### src/rtl/fbdi_pkg.sv
// fbdi_pkg: constants, types and geometry table of the frame buffer dram interface
package fbdi_pkg;
	// clocking: the memory cycle rate is an enable pulse derived from pclk
	localparam int PCLK_MHZ = 200;
	localparam int MCLK_MAX_MHZ = 66;
	localparam int MCLK_DIV = (PCLK_MHZ + MCLK_MAX_MHZ - 1) / MCLK_MAX_MHZ;
	localparam int IDLE_CLOSE_MCLK = 16;

	// register offsets (byte addresses)
	localparam logic [11:0] OFS_CFG = 12'h000;
	localparam logic [11:0] OFS_TIM = 12'h004;
	localparam logic [11:0] OFS_LIN = 12'h008;
	localparam logic [11:0] OFS_SEG = 12'h00c;
	localparam logic [11:0] OFS_HADDR = 12'h010;
	localparam logic [11:0] OFS_WLO = 12'h014;
	localparam logic [11:0] OFS_WHI = 12'h018;
	localparam logic [11:0] OFS_CMD = 12'h01c;
	localparam logic [11:0] OFS_RLO = 12'h020;
	localparam logic [11:0] OFS_RHI = 12'h024;
	localparam logic [11:0] OFS_STAT = 12'h028;

	// reset values
	localparam logic [8:0] CFG_RST = 9'h08b;
	localparam logic [15:0] TIM_RST = 16'hffff;
	localparam logic [31:0] LIN_RST = 32'h00000000;
	localparam logic [7:0] SEG_RST = 8'h00;

	// host windows
	localparam logic [31:0] LEG_LO = 32'h000a0000;
	localparam logic [31:0] LEG_HI = 32'h000bffff;
	localparam logic [31:0] LIN_MIN = 32'h00100000;
	localparam logic [31:0] ISA_TOP = 32'h01000000;

	// command and status fields
	localparam int CMD_WR_BIT = 0;
	localparam int CMD_BE_LSB = 8;
	localparam int ST_BUSY = 0;
	localparam int ST_DONE = 1;
	localparam int ST_MISS = 2;
	localparam int ST_ROW = 3;
	localparam int ST_CAP_LSB = 8;
	localparam logic [7:0] LANES_64 = 8'hff;
	localparam logic [7:0] LANES_32 = 8'h0f;

	typedef enum logic [2:0] {
		T64K16 = 3'h0,
		T256K4 = 3'h1,
		T256K8 = 3'h2,
		T256K16_9 = 3'h3,
		T256K16_10 = 3'h4,
		T512K8 = 3'h5,
		T1M4 = 3'h6
	} fbdi_dram_t;

	typedef enum logic [2:0] {
		S_IDLE = 3'h0,
		S_PRE = 3'h1,
		S_RCD = 3'h2,
		S_CAS = 3'h3,
		S_CLOSE = 3'h4
	} fbdi_state_t;

	typedef struct packed {
		logic isa;
		logic leg_en;
		logic lin_en;
		logic swap;
		logic two_banks;
		logic bus64;
		logic [2:0] dtype;
	} fbdi_cfg_t;

	typedef struct packed {
		logic [3:0] rcd;
		logic [3:0] cas;
		logic [3:0] ras;
		logic [3:0] rp;
	} fbdi_tim_t;

	typedef struct packed {
		logic [9:0] addr;
		logic [1:0] ras_n;
		logic [7:0] byte_column_strobe_lines;
		logic [7:0] byte_write_strobe_lines;
		logic dq_oe;
	} fbdi_pins_t;

	localparam fbdi_pins_t PINS_IDLE = '{10'h000, 2'h3, 8'hff, 8'hff, 1'b0};

	typedef struct packed {
		logic [4:0] row;
		logic [4:0] col;
		logic [4:0] bank_l2;
		logic [4:0] max_l2;
		logic [4:0] min_l2;
		logic two_ras;
		logic wide_cas;
	} fbdi_geom_t;

	// address split and size limits of each part organisation
	function automatic fbdi_geom_t fbdi_geom(logic [2:0] t);
		case (t)
			T64K16: return '{5'h08, 5'h08, 5'h12, 5'h15, 5'h12, 1'b1, 1'b0};
			T256K4: return '{5'h09, 5'h09, 5'h15, 5'h15, 5'h14, 1'b0, 1'b0};
			T256K8: return '{5'h09, 5'h09, 5'h15, 5'h16, 5'h14, 1'b1, 1'b1};
			T256K16_10: return '{5'h0a, 5'h08, 5'h15, 5'h15, 5'h14, 1'b0, 1'b0};
			T512K8: return '{5'h0a, 5'h09, 5'h16, 5'h16, 5'h15, 1'b1, 1'b0};
			T1M4: return '{5'h0a, 5'h0a, 5'h17, 5'h17, 5'h16, 1'b0, 1'b0};
			default: return '{5'h09, 5'h09, 5'h15, 5'h16, 5'h14, 1'b1, 1'b0};
		endcase
	endfunction

	// installed size as log2 bytes, clamped to the part's limits
	function automatic logic [4:0] fbdi_cap_l2(fbdi_geom_t g, logic bus64, logic two_banks);
		logic [4:0] l;
		l = g.bank_l2 + 5'(g.two_ras & two_banks) - 5'(!bus64);
		if (l > g.max_l2) begin
			l = g.max_l2;
		end else if (l < g.min_l2) begin
			l = g.min_l2;
		end
		return l;
	endfunction
endpackage

### src/rtl/fbdi_ctrl.sv
// fbdi_ctrl: fast page mode frame buffer controller with apb register access
//
// The placing of the registers and the APB register port were decided locally.
module fbdi_ctrl import fbdi_pkg::*; #(
	parameter int IDLE_CLOSE = IDLE_CLOSE_MCLK
) (
	// clock and reset
	input wire logic pclk,
	input wire logic presetn,
	// apb slave
	input wire logic psel,
	input wire logic penable,
	input wire logic pwrite,
	input wire logic [11:0] paddr,
	input wire logic [31:0] pwdata,
	output logic [31:0] prdata,
	output logic pready,
	output logic pslverr,
	// dram pins
	output fbdi_pins_t dram,
	output logic [63:0] dq_out,
	input wire logic [63:0] dq_in
);
	if (MCLK_DIV < 1 || IDLE_CLOSE < 1 || IDLE_CLOSE > 255) begin : g_chk
		$error("fbdi_ctrl: unsupported divider or idle count");
	end

	fbdi_cfg_t cfg_reg;
	fbdi_tim_t tim_reg;
	fbdi_state_t state_reg, state_next;
	fbdi_pins_t pins_reg, pins_next, cas_pins;
	logic [31:0] lin_reg, haddr_reg, prdata_reg, rd_mux;
	logic [63:0] wdata_reg, rdata_reg, dq_s1, dq_s2;
	logic [7:0] seg_reg, be_reg, idle_reg;
	logic [10:0] tag_reg;
	logic [2:0] div_reg;
	logic pready_reg, pslverr_reg, req_reg, wr_op_reg, done_reg, miss_reg, open_reg;
	logic mclk_en, ph_load, ph_zero, ras_load, ras_zero, take, fin, open_next;
	logic [3:0] ph_val;
	logic [10:0] tag_next;

	// memory clock enable: one pclk pulse per memory cycle
	always_ff @(posedge pclk or negedge presetn) begin
		if (!presetn) begin
			div_reg <= 3'h0;
		end else begin
			div_reg <= mclk_en ? 3'h0 : div_reg + 3'h1;
		end
	end
	assign mclk_en = (div_reg == 3'(MCLK_DIV - 1));

	// window decode and address split
	fbdi_geom_t geom;
	logic [4:0] cap_l2;
	logic [31:0] cap, lin_off, leg_off, fb_off, word;
	logic lin_hit, leg_hit, win_hit, per_cas, bank;
	logic [9:0] col_a, row_a;
	logic [7:0] lanes, be_eff, cas_mask, we_mask;
	assign geom = fbdi_geom(cfg_reg.dtype);
	assign cap_l2 = fbdi_cap_l2(geom, cfg_reg.bus64, cfg_reg.two_banks);
	assign cap = 32'h1 << cap_l2;
	assign lin_off = haddr_reg - lin_reg;
	assign leg_off = {8'h00, seg_reg, 16'h0000} + (haddr_reg - LEG_LO);
	assign lin_hit = cfg_reg.lin_en && lin_reg >= LIN_MIN && haddr_reg >= lin_reg
		&& lin_off < cap && (!cfg_reg.isa || haddr_reg < ISA_TOP);
	assign leg_hit = cfg_reg.leg_en && haddr_reg >= LEG_LO && haddr_reg <= LEG_HI
		&& leg_off < cap;
	assign win_hit = lin_hit || leg_hit;
	assign fb_off = lin_hit ? lin_off : leg_off;
	assign word = cfg_reg.bus64 ? fb_off >> 3 : fb_off >> 2;
	assign col_a = 10'(word & ~(32'hffffffff << geom.col));
	assign row_a = 10'((word >> geom.col) & ~(32'hffffffff << geom.row));
	assign bank = geom.two_ras & cfg_reg.two_banks & word[5'(geom.col + geom.row)];
	assign tag_next = {bank, row_a};

	// strobe lanes: per-byte select on write or column lines, swappable
	assign lanes = cfg_reg.bus64 ? LANES_64 : LANES_32;
	assign be_eff = wr_op_reg ? (be_reg & lanes) : lanes;
	assign per_cas = geom.wide_cas ^ cfg_reg.swap;
	assign cas_mask = per_cas ? be_eff : lanes;
	assign we_mask = !wr_op_reg ? 8'h00 : (per_cas ? lanes : be_eff);
	assign cas_pins = '{col_a, pins_reg.ras_n, ~cas_mask, ~we_mask, wr_op_reg};

	// phase timer and row width timer
	fbdi_phase_cnt #(.W(4)) u_phase (
		.pclk(pclk),
		.presetn(presetn),
		.load(ph_load),
		.val(ph_val),
		.dec(mclk_en),
		.zero(ph_zero)
	);
	fbdi_phase_cnt #(.W(4)) u_ras (
		.pclk(pclk),
		.presetn(presetn),
		.load(ras_load),
		.val(tim_reg.ras),
		.dec(mclk_en),
		.zero(ras_zero)
	);

	// cycle sequencer: precharge, activate, column, page hold and close
	always_comb begin
		state_next = state_reg;
		pins_next = pins_reg;
		ph_load = 1'b0;
		ph_val = 4'h0;
		ras_load = 1'b0;
		take = 1'b0;
		fin = 1'b0;
		open_next = open_reg;
		if (mclk_en) begin
			case (state_reg)
				S_IDLE: begin
					if (req_reg && !win_hit) begin
						take = 1'b1;
					end else if (req_reg && open_reg && tag_reg == tag_next) begin
						state_next = S_CAS;
						pins_next = cas_pins;
						ph_load = 1'b1;
						ph_val = tim_reg.cas;
						take = 1'b1;
					end else if (open_reg && (req_reg || idle_reg == 8'h00)) begin
						state_next = S_CLOSE;
					end else if (req_reg) begin
						state_next = S_PRE;
						ph_load = 1'b1;
						ph_val = tim_reg.rp;
					end
				end
				S_CLOSE: begin
					if (ras_zero) begin
						pins_next.ras_n = 2'h3;
						state_next = S_PRE;
						ph_load = 1'b1;
						ph_val = tim_reg.rp;
						open_next = 1'b0;
					end
				end
				S_PRE: begin
					if (ph_zero && req_reg && win_hit) begin
						pins_next.addr = row_a;
						pins_next.ras_n = bank ? 2'h1 : 2'h2;
						state_next = S_RCD;
						ph_load = 1'b1;
						ph_val = tim_reg.rcd;
						ras_load = 1'b1;
						open_next = 1'b1;
					end else if (ph_zero) begin
						state_next = S_IDLE;
					end
				end
				S_RCD: begin
					if (ph_zero) begin
						pins_next = cas_pins;
						state_next = S_CAS;
						ph_load = 1'b1;
						ph_val = tim_reg.cas;
						take = 1'b1;
					end
				end
				S_CAS: begin
					if (ph_zero) begin
						pins_next = '{pins_reg.addr, pins_reg.ras_n, 8'hff, 8'hff, 1'b0};
						state_next = S_IDLE;
						fin = 1'b1;
					end
				end
				default: begin
					state_next = S_IDLE;
				end
			endcase
		end
	end

	// sequencer state, pins, open row and idle countdown
	always_ff @(posedge pclk or negedge presetn) begin
		if (!presetn) begin
			state_reg <= S_IDLE;
			pins_reg <= PINS_IDLE;
			open_reg <= 1'b0;
			tag_reg <= 11'h000;
			idle_reg <= 8'h00;
		end else begin
			state_reg <= state_next;
			pins_reg <= pins_next;
			open_reg <= open_next;
			if (ras_load) begin
				tag_reg <= tag_next;
			end
			if (fin) begin
				idle_reg <= 8'(IDLE_CLOSE);
			end else if (mclk_en && state_reg == S_IDLE && idle_reg != 8'h00) begin
				idle_reg <= idle_reg - 8'h01;
			end
		end
	end

	// read data pins pass two flops; sampled as the column strobe ends
	always_ff @(posedge pclk or negedge presetn) begin
		if (!presetn) begin
			dq_s1 <= 64'h0;
			dq_s2 <= 64'h0;
			rdata_reg <= 64'h0;
		end else begin
			dq_s1 <= dq_in;
			dq_s2 <= dq_s1;
			if (fin && !wr_op_reg) begin
				rdata_reg <= dq_s2;
			end
		end
	end

	// apb decode: one access cycle, refusal decided at setup
	logic setup, acc_wr, busy, map_hit, data_reg_sel;
	assign setup = psel && !penable;
	assign acc_wr = psel && penable && pready_reg && pwrite && !pslverr_reg;
	assign busy = req_reg || state_reg != S_IDLE;
	assign data_reg_sel = paddr == OFS_CMD || paddr == OFS_WLO || paddr == OFS_WHI;

	always_comb begin
		map_hit = 1'b1;
		rd_mux = 32'h0;
		if (paddr == OFS_CFG) begin
			rd_mux = {23'h0, cfg_reg};
		end else if (paddr == OFS_TIM) begin
			rd_mux = {16'h0, tim_reg};
		end else if (paddr == OFS_LIN) begin
			rd_mux = lin_reg;
		end else if (paddr == OFS_SEG) begin
			rd_mux = {24'h0, seg_reg};
		end else if (paddr == OFS_HADDR) begin
			rd_mux = haddr_reg;
		end else if (paddr == OFS_WLO) begin
			rd_mux = wdata_reg[31:0];
		end else if (paddr == OFS_WHI) begin
			rd_mux = wdata_reg[63:32];
		end else if (paddr == OFS_CMD) begin
			rd_mux = {16'h0, be_reg, 7'h0, wr_op_reg};
		end else if (paddr == OFS_RLO) begin
			rd_mux = rdata_reg[31:0];
		end else if (paddr == OFS_RHI) begin
			rd_mux = rdata_reg[63:32];
		end else if (paddr == OFS_STAT) begin
			rd_mux = 32'({cap_l2, 4'h0, open_reg, miss_reg, done_reg, busy});
		end else begin
			map_hit = 1'b0;
		end
	end

	// apb answer registers
	always_ff @(posedge pclk or negedge presetn) begin
		if (!presetn) begin
			pready_reg <= 1'b0;
			pslverr_reg <= 1'b0;
			prdata_reg <= 32'h0;
		end else begin
			pready_reg <= setup;
			if (setup) begin
				pslverr_reg <= !map_hit || (pwrite && busy && data_reg_sel);
				prdata_reg <= pwrite ? 32'h0 : rd_mux;
			end
		end
	end

	// software registers; hardware set of a flag wins over its clear
	always_ff @(posedge pclk or negedge presetn) begin
		if (!presetn) begin
			cfg_reg <= fbdi_cfg_t'(CFG_RST);
			tim_reg <= fbdi_tim_t'(TIM_RST);
			lin_reg <= LIN_RST;
			seg_reg <= SEG_RST;
			haddr_reg <= 32'h0;
			wdata_reg <= 64'h0;
			be_reg <= 8'h00;
			wr_op_reg <= 1'b0;
			req_reg <= 1'b0;
			done_reg <= 1'b0;
			miss_reg <= 1'b0;
		end else begin
			if (acc_wr && paddr == OFS_CFG) cfg_reg <= fbdi_cfg_t'(pwdata[8:0]);
			if (acc_wr && paddr == OFS_TIM) tim_reg <= fbdi_tim_t'(pwdata[15:0]);
			if (acc_wr && paddr == OFS_LIN) lin_reg <= pwdata;
			if (acc_wr && paddr == OFS_SEG) seg_reg <= pwdata[7:0];
			if (acc_wr && paddr == OFS_HADDR && !busy) haddr_reg <= pwdata;
			if (acc_wr && paddr == OFS_WLO) wdata_reg[31:0] <= pwdata;
			if (acc_wr && paddr == OFS_WHI) wdata_reg[63:32] <= pwdata;
			if (acc_wr && paddr == OFS_CMD) begin
				wr_op_reg <= pwdata[CMD_WR_BIT];
				be_reg <= pwdata[CMD_BE_LSB +: 8];
			end
			req_reg <= (acc_wr && paddr == OFS_CMD) || (req_reg && !take);
			done_reg <= fin || (done_reg && !(acc_wr && paddr == OFS_STAT && pwdata[ST_DONE]));
			miss_reg <= (take && !win_hit) ||
				(miss_reg && !(acc_wr && paddr == OFS_STAT && pwdata[ST_MISS]));
		end
	end

	assign prdata = prdata_reg;
	assign pready = pready_reg;
	assign pslverr = pslverr_reg;
	assign dram = pins_reg;
	assign dq_out = wdata_reg;

	// helper counters for strobe timing checks, in pclk cycles
	logic ras_any, cas_any;
	logic [15:0] ras_hi_cnt, rcd_cnt, cas_lo_cnt;
	assign ras_any = pins_reg.ras_n != 2'h3;
	assign cas_any = pins_reg.byte_column_strobe_lines != 8'hff;
	always_ff @(posedge pclk or negedge presetn) begin
		if (!presetn) begin
			ras_hi_cnt <= 16'h0;
			rcd_cnt <= 16'h0;
			cas_lo_cnt <= 16'h0;
		end else begin
			ras_hi_cnt <= ras_any ? 16'h0 : ras_hi_cnt + 16'h1;
			rcd_cnt <= (ras_any && !cas_any && state_reg == S_RCD) ? rcd_cnt + 16'h1 : 16'h0;
			cas_lo_cnt <= cas_any ? cas_lo_cnt + 16'h1 : 16'h0;
		end
	end

	AST_CAS_NEEDS_RAS: assert property (@(posedge pclk) disable iff (!presetn)
		cas_any |-> ras_any) else $error("column strobe without row strobe");
	AST_PRECHARGE: assert property (@(posedge pclk) disable iff (!presetn)
		$rose(ras_any) |-> ras_hi_cnt >= 16'((tim_reg.rp + 1) * MCLK_DIV))
		else $error("precharge too short");
	AST_RAS_TO_CAS: assert property (@(posedge pclk) disable iff (!presetn)
		($rose(cas_any) && $past(state_reg) == S_RCD) |->
		$past(rcd_cnt) + 16'h1 >= 16'((tim_reg.rcd + 1) * MCLK_DIV))
		else $error("row to column delay too short");
	AST_CAS_WIDTH: assert property (@(posedge pclk) disable iff (!presetn)
		$fell(cas_any) |-> $past(cas_lo_cnt) + 16'h1 >= 16'((tim_reg.cas + 1) * MCLK_DIV))
		else $error("column strobe too short");
	AST_MCLK_RATE: assert property (@(posedge pclk) disable iff (!presetn)
		mclk_en |=> !mclk_en [*3] ##1 mclk_en) else $error("memory clock enable off rate");
	AST_PAGE_HOLD: assert property (@(posedge pclk) disable iff (!presetn)
		(state_reg == S_IDLE && state_next == S_CAS) |=> ras_any [*4])
		else $error("row strobe dropped on page hit");
	AST_SINGLE_CAS: assert property (@(posedge pclk) disable iff (!presetn)
		(cas_any && !per_cas) |-> pins_reg.byte_column_strobe_lines == ~lanes)
		else $error("single column strobe lines split");
	AST_BYTE_WE: assert property (@(posedge pclk) disable iff (!presetn)
		(cas_any && wr_op_reg && !per_cas) |-> pins_reg.byte_write_strobe_lines == ~be_eff)
		else $error("write strobe lanes do not match byte enables");
	AST_BUS32_LANES: assert property (@(posedge pclk) disable iff (!presetn)
		(!cfg_reg.bus64 && $stable(cfg_reg)) |-> pins_reg.byte_write_strobe_lines[7:4] == 4'hf)
		else $error("upper lanes strobed on 32-bit bus");
	AST_MISS_FLAG: assert property (@(posedge pclk) disable iff (!presetn)
		(take && !win_hit) |=> miss_reg && state_reg == S_IDLE) else $error("window miss lost");
	AST_CAP_LIMIT: assert property (@(posedge pclk) disable iff (!presetn)
		cap_l2 <= 5'h17 && cap_l2 >= 5'h11) else $error("capacity out of range");
endmodule

### src/rtl/fbdi_phase_cnt.sv
// fbdi_phase_cnt: loadable down counter timing one strobe phase in memory clock ticks
module fbdi_phase_cnt import fbdi_pkg::*; #(
	parameter int W = 4
) (
	// clock and reset
	input wire logic pclk,
	input wire logic presetn,
	// control
	input wire logic load,
	input wire logic [W-1:0] val,
	input wire logic dec,
	// status
	output logic zero
);
	logic [W-1:0] cnt_reg;

	// load wins; otherwise count down and hold at zero
	always_ff @(posedge pclk or negedge presetn) begin
		if (!presetn) begin
			cnt_reg <= '0;
		end else if (load) begin
			cnt_reg <= val;
		end else if (dec && cnt_reg != '0) begin
			cnt_reg <= cnt_reg - 1'b1;
		end
	end

	assign zero = (cnt_reg == '0);
endmodule

### config.mk
export PLATFORM = sky130hd
export DESIGN_NAME = fbdi_ctrl
export DESIGN_NICKNAME = d
export VERILOG_FILES = /design/src/rtl/fbdi_pkg.sv /design/src/rtl/fbdi_ctrl.sv /design/src/rtl/fbdi_phase_cnt.sv
export SDC_FILE = /design/constraint.sdc
export NUM_CORES = 1
export LEC_CHECK = 0
export BUFFER_PORTS_ARGS = -buffer_cell sky130_fd_sc_hd__buf_4
export CAP_MARGIN = 40
export CORE_MARGIN = 2
export CORE_UTILIZATION = 30
export CTS_CLUSTER_DIAMETER = 120
export DETAILED_ROUTE_END_ITERATION = 10
export HOLD_SLACK_MARGIN = 0.06
export MAX_ROUTING_LAYER = met4
export PLACE_DENSITY = 0.44
export SYNTH_ARGS = -nofsm -noshare
export SYNTH_HDL_FRONTEND = slang
export SYNTH_SLANG_ARGS = --single-unit
### constraint.sdc
create_clock -name pclk -period 10.2 [get_ports pclk]
set_clock_uncertainty 0.15 [all_clocks]
set_input_delay 1.53 -clock pclk [delete_from_list [all_inputs] [get_ports pclk]]
set_output_delay 1.53 -clock pclk [all_outputs]
set_load 0.1 [all_outputs]
==> results.toml <==
[drt]
drt_iter0_drc = 1354
first_pass_iters = 7
drc = 0
antenna_left = 0
wl_um = 92800
avgViaCountPerCell = 5.36
vias = 19854
wl_per_cell_um = 25.0

[sta]
hold_viol_final = 0
finalCritPeriodShare_pct = 88.6
max_freq_ghz = 0.111
slew_headroom_pct = 37.4
slew_viol_final = 0
rsz0062_at_grt = "no"
setup_viol = 0
fin_setup_tns_ps = 0
period_needed_ps = 9040
holdWs_ps = 197
worst_slew_pin_slew_ps = 939

[clock_tree]
clk_path_buf_depth = 3
htreeDepth = 2
cts_root_buf = "clkbuf_16"
clk_latency_ps = 640
post_cts_buffers = 0
cts_tree = "yes"
cts_buffers = 53
ctsHoldBuffers = 0
post_cts_resized = 0
cts.sinks = 462
path_clk_slew_ps = 60

[global_route]
grt_pass1_vias = 20106
grt_overflow_total = 0
antenna_found_initial = 3
grt_max_degree = 173
grt_pass1_wl_um = 136000
track_usage_pct = 22.7

[pwr]
p_leak_nw = 14.3
ir_drop_v = 0.000115
total_power_w = 0.00418
power_density_mw_per_mm2 = 139

[synth]
synth.distinct_cells = 95
synth_top_family_by_area = "compound AO/OA/AOI/OAI gates"
yosysTopAreaCellShare_pct = 43.3
yosys.area_share.simple_pct = 11.0
ys_warn_count = 0
yosysSeqAreaShare_pct = 47.4
syn_area_mm2 = 0.0245
synthTopCellsByCount = "dfrtp_1 (424), mux2_2 (220), nand2_1 (214)"
synthTopCellsByArea = "dfrtp_1 (43%), mux2_2 (10%), ha_1 (7.2%), dfstp_2 (4.1%), nand2_1 (3.3%)"
synth_ff_type = "dfrtp_1"
ys_ff_latch = 462
syn-instance-count = 2293
synthArstFlopShare_pct = 100
yosysMostFrequentCell = "dfrtp_1"
synth_xor_area_share_pct = 1.79
synth_area_leader_cell = "dfrtp_1"
synth_edf_count = 0
synth.avg_cell_area_um2 = 10.7
synthMuxAreaShare_pct = 12.2
synth_compound_gate_area_share_pct = 16.8
synthAdderAreaFrac_pct = 7.45

[worst_setup_path]
cp_data_required_time_ps = 10500
cp-start-kind = "flip-flop"
reg2reg_slack_ps = 1160
rr_endpoint = "dram[28]"
max_stage_delay_ps = 610
cp_top_family = "compound AO/OA/AOI/OAI gates"
cp_num_buf_inv = 0
cp_max_fo = 13
slowest_stage = "a2111oi_0"
regToRegStartpoint = "haddr_reg[1]"
cp-end-kind = "flip-flop"
worstPathArrival_ps = 9340
reg2regPathDepth = 28
crit_type = "flip-flop to flip-flop"

[placed_design]
gp_congestion = 0.968
port_buffers = 239
hpwl_um = 71600
dp.cells = 3604

[min_path]
hp-class = "flip-flop to flip-flop"
min_from = "dq_s1[11]"
hold_path_depth = 0
holdPathEnd = "dq_s2[11]"

[floorplanning]
fp.dieW_um = 290
io_pins = 240
core_area_mm2 = 0.0807
die_h_um = 290
rows = 104
die-area_mm2 = 0.0840
start_util_pct = 30.4

[cells_and_area]
final_cells = 3704
diodes = 0
syn_to_final_growth_pct = 22.6
nets = 2856
drive_above_1_share_pct = 26.4

[run_status]
outcome = "complete, no violations"

[flow_run]
maxCapViolations = 0
-- cells in the final DEF (no fill, tap or decap), types with 20 or more instances in the layout --
cell / instances
nor3_1: 41
mux2i_1: 34
a21o_1: 30
buf_4: 289
inv_1: 115
o21ai_0: 144
a211oi_1: 20
a222oi_1: 23
nand2_1: 212
nand4_1: 27
a221oi_1: 33
dfrtp_1: 424
nand3_1: 39
dfstp_2: 38
clkbuf_16: 53
ha_1: 141
a22oi_1: 45
mux2_2: 220
a21oi_1: 103
nor2_1: 124
xnor2_1: 33
conb_1: 46
-- through the flow --
stage | area [um^2] | utilization [%] | worst slack [ps]
after floorplan | 24700 | - | 2380
after global placement | 27800 | 34.5 | 1380
after detailed placement | 28000 | 34.7 | 1270
after CTS | 30000 | 37.2 | 1210
after global routing | 30000 | 37.2 | 535
final | 30000 | 37.2 | 1160
-- worst max-delay path by stage --
stage	to	cells after the start	from	slack, ps
2_1_floorplan	dram[0]	30	cfg_reg[3]	2380
3_3_place_gp	dram[7]	26	cfg_reg[0]	1380
3_5_place_dp	dram[28]	28	haddr_reg[1]	1270
4_1_cts	dram[28]	28	haddr_reg[1]	1210
5_1_grt	dram[28]	28	haddr_reg[1]	540
6_report	dram[28]	28	haddr_reg[1]	1160
-- per-layer routing --
metal / vias up / track usage [%] / part of all wire, %
li1: 9030 / - / -
met1: 10103 / 28.8 / 43
met2: 558 / 36.8 / 48
met3: 163 / 2.83 / 4.5
met4: 0 / 8.88 / 4.3
met5: - / - / 0
-- power breakdown --
part	switching, W	total (W)	internal (W)
registers	0.0000131	0.00188	0.00187
clock network	0.000836	0.00215	0.00131
logic	0.0000999	0.000153	0.0000533
total	0.000949	0.00418	0.00323
-- worst reg2reg max path, delay by kind of cell (launching register included) --
family,cells,cell delay [ps]
flops,1,560
compound gates,16,4800
fa+ha+maj,2,600
simple gates,9,2620
xor+xnor,1,160
-- kinds of logic (layout without fill, tap and decap cells) --
| family | Yosys count | count (layout) |
|---|---|---|
| compound gates | 594 | 594 |
| simple gates | 565 | 565 |
| flops | 462 | 462 |
| mux | 265 | 265 |
| buf+inv | 212 | 518 |
| fa+ha+maj | 144 | 144 |
| xor+xnor | 50 | 50 |
| other cells | 1 | 46 |
-- layout make-up --
class                      count  area, um^2
clock buffer                  72        1530
tap                         1060        1330
multi-input combinational   1664       12300
fill                        8111       50700
sequential                   462       11600
timing repair buffer         301        2380
clock inverter                28         468
inverter                     117         439
No activity file was read; power rests on OpenSTA's default activity.
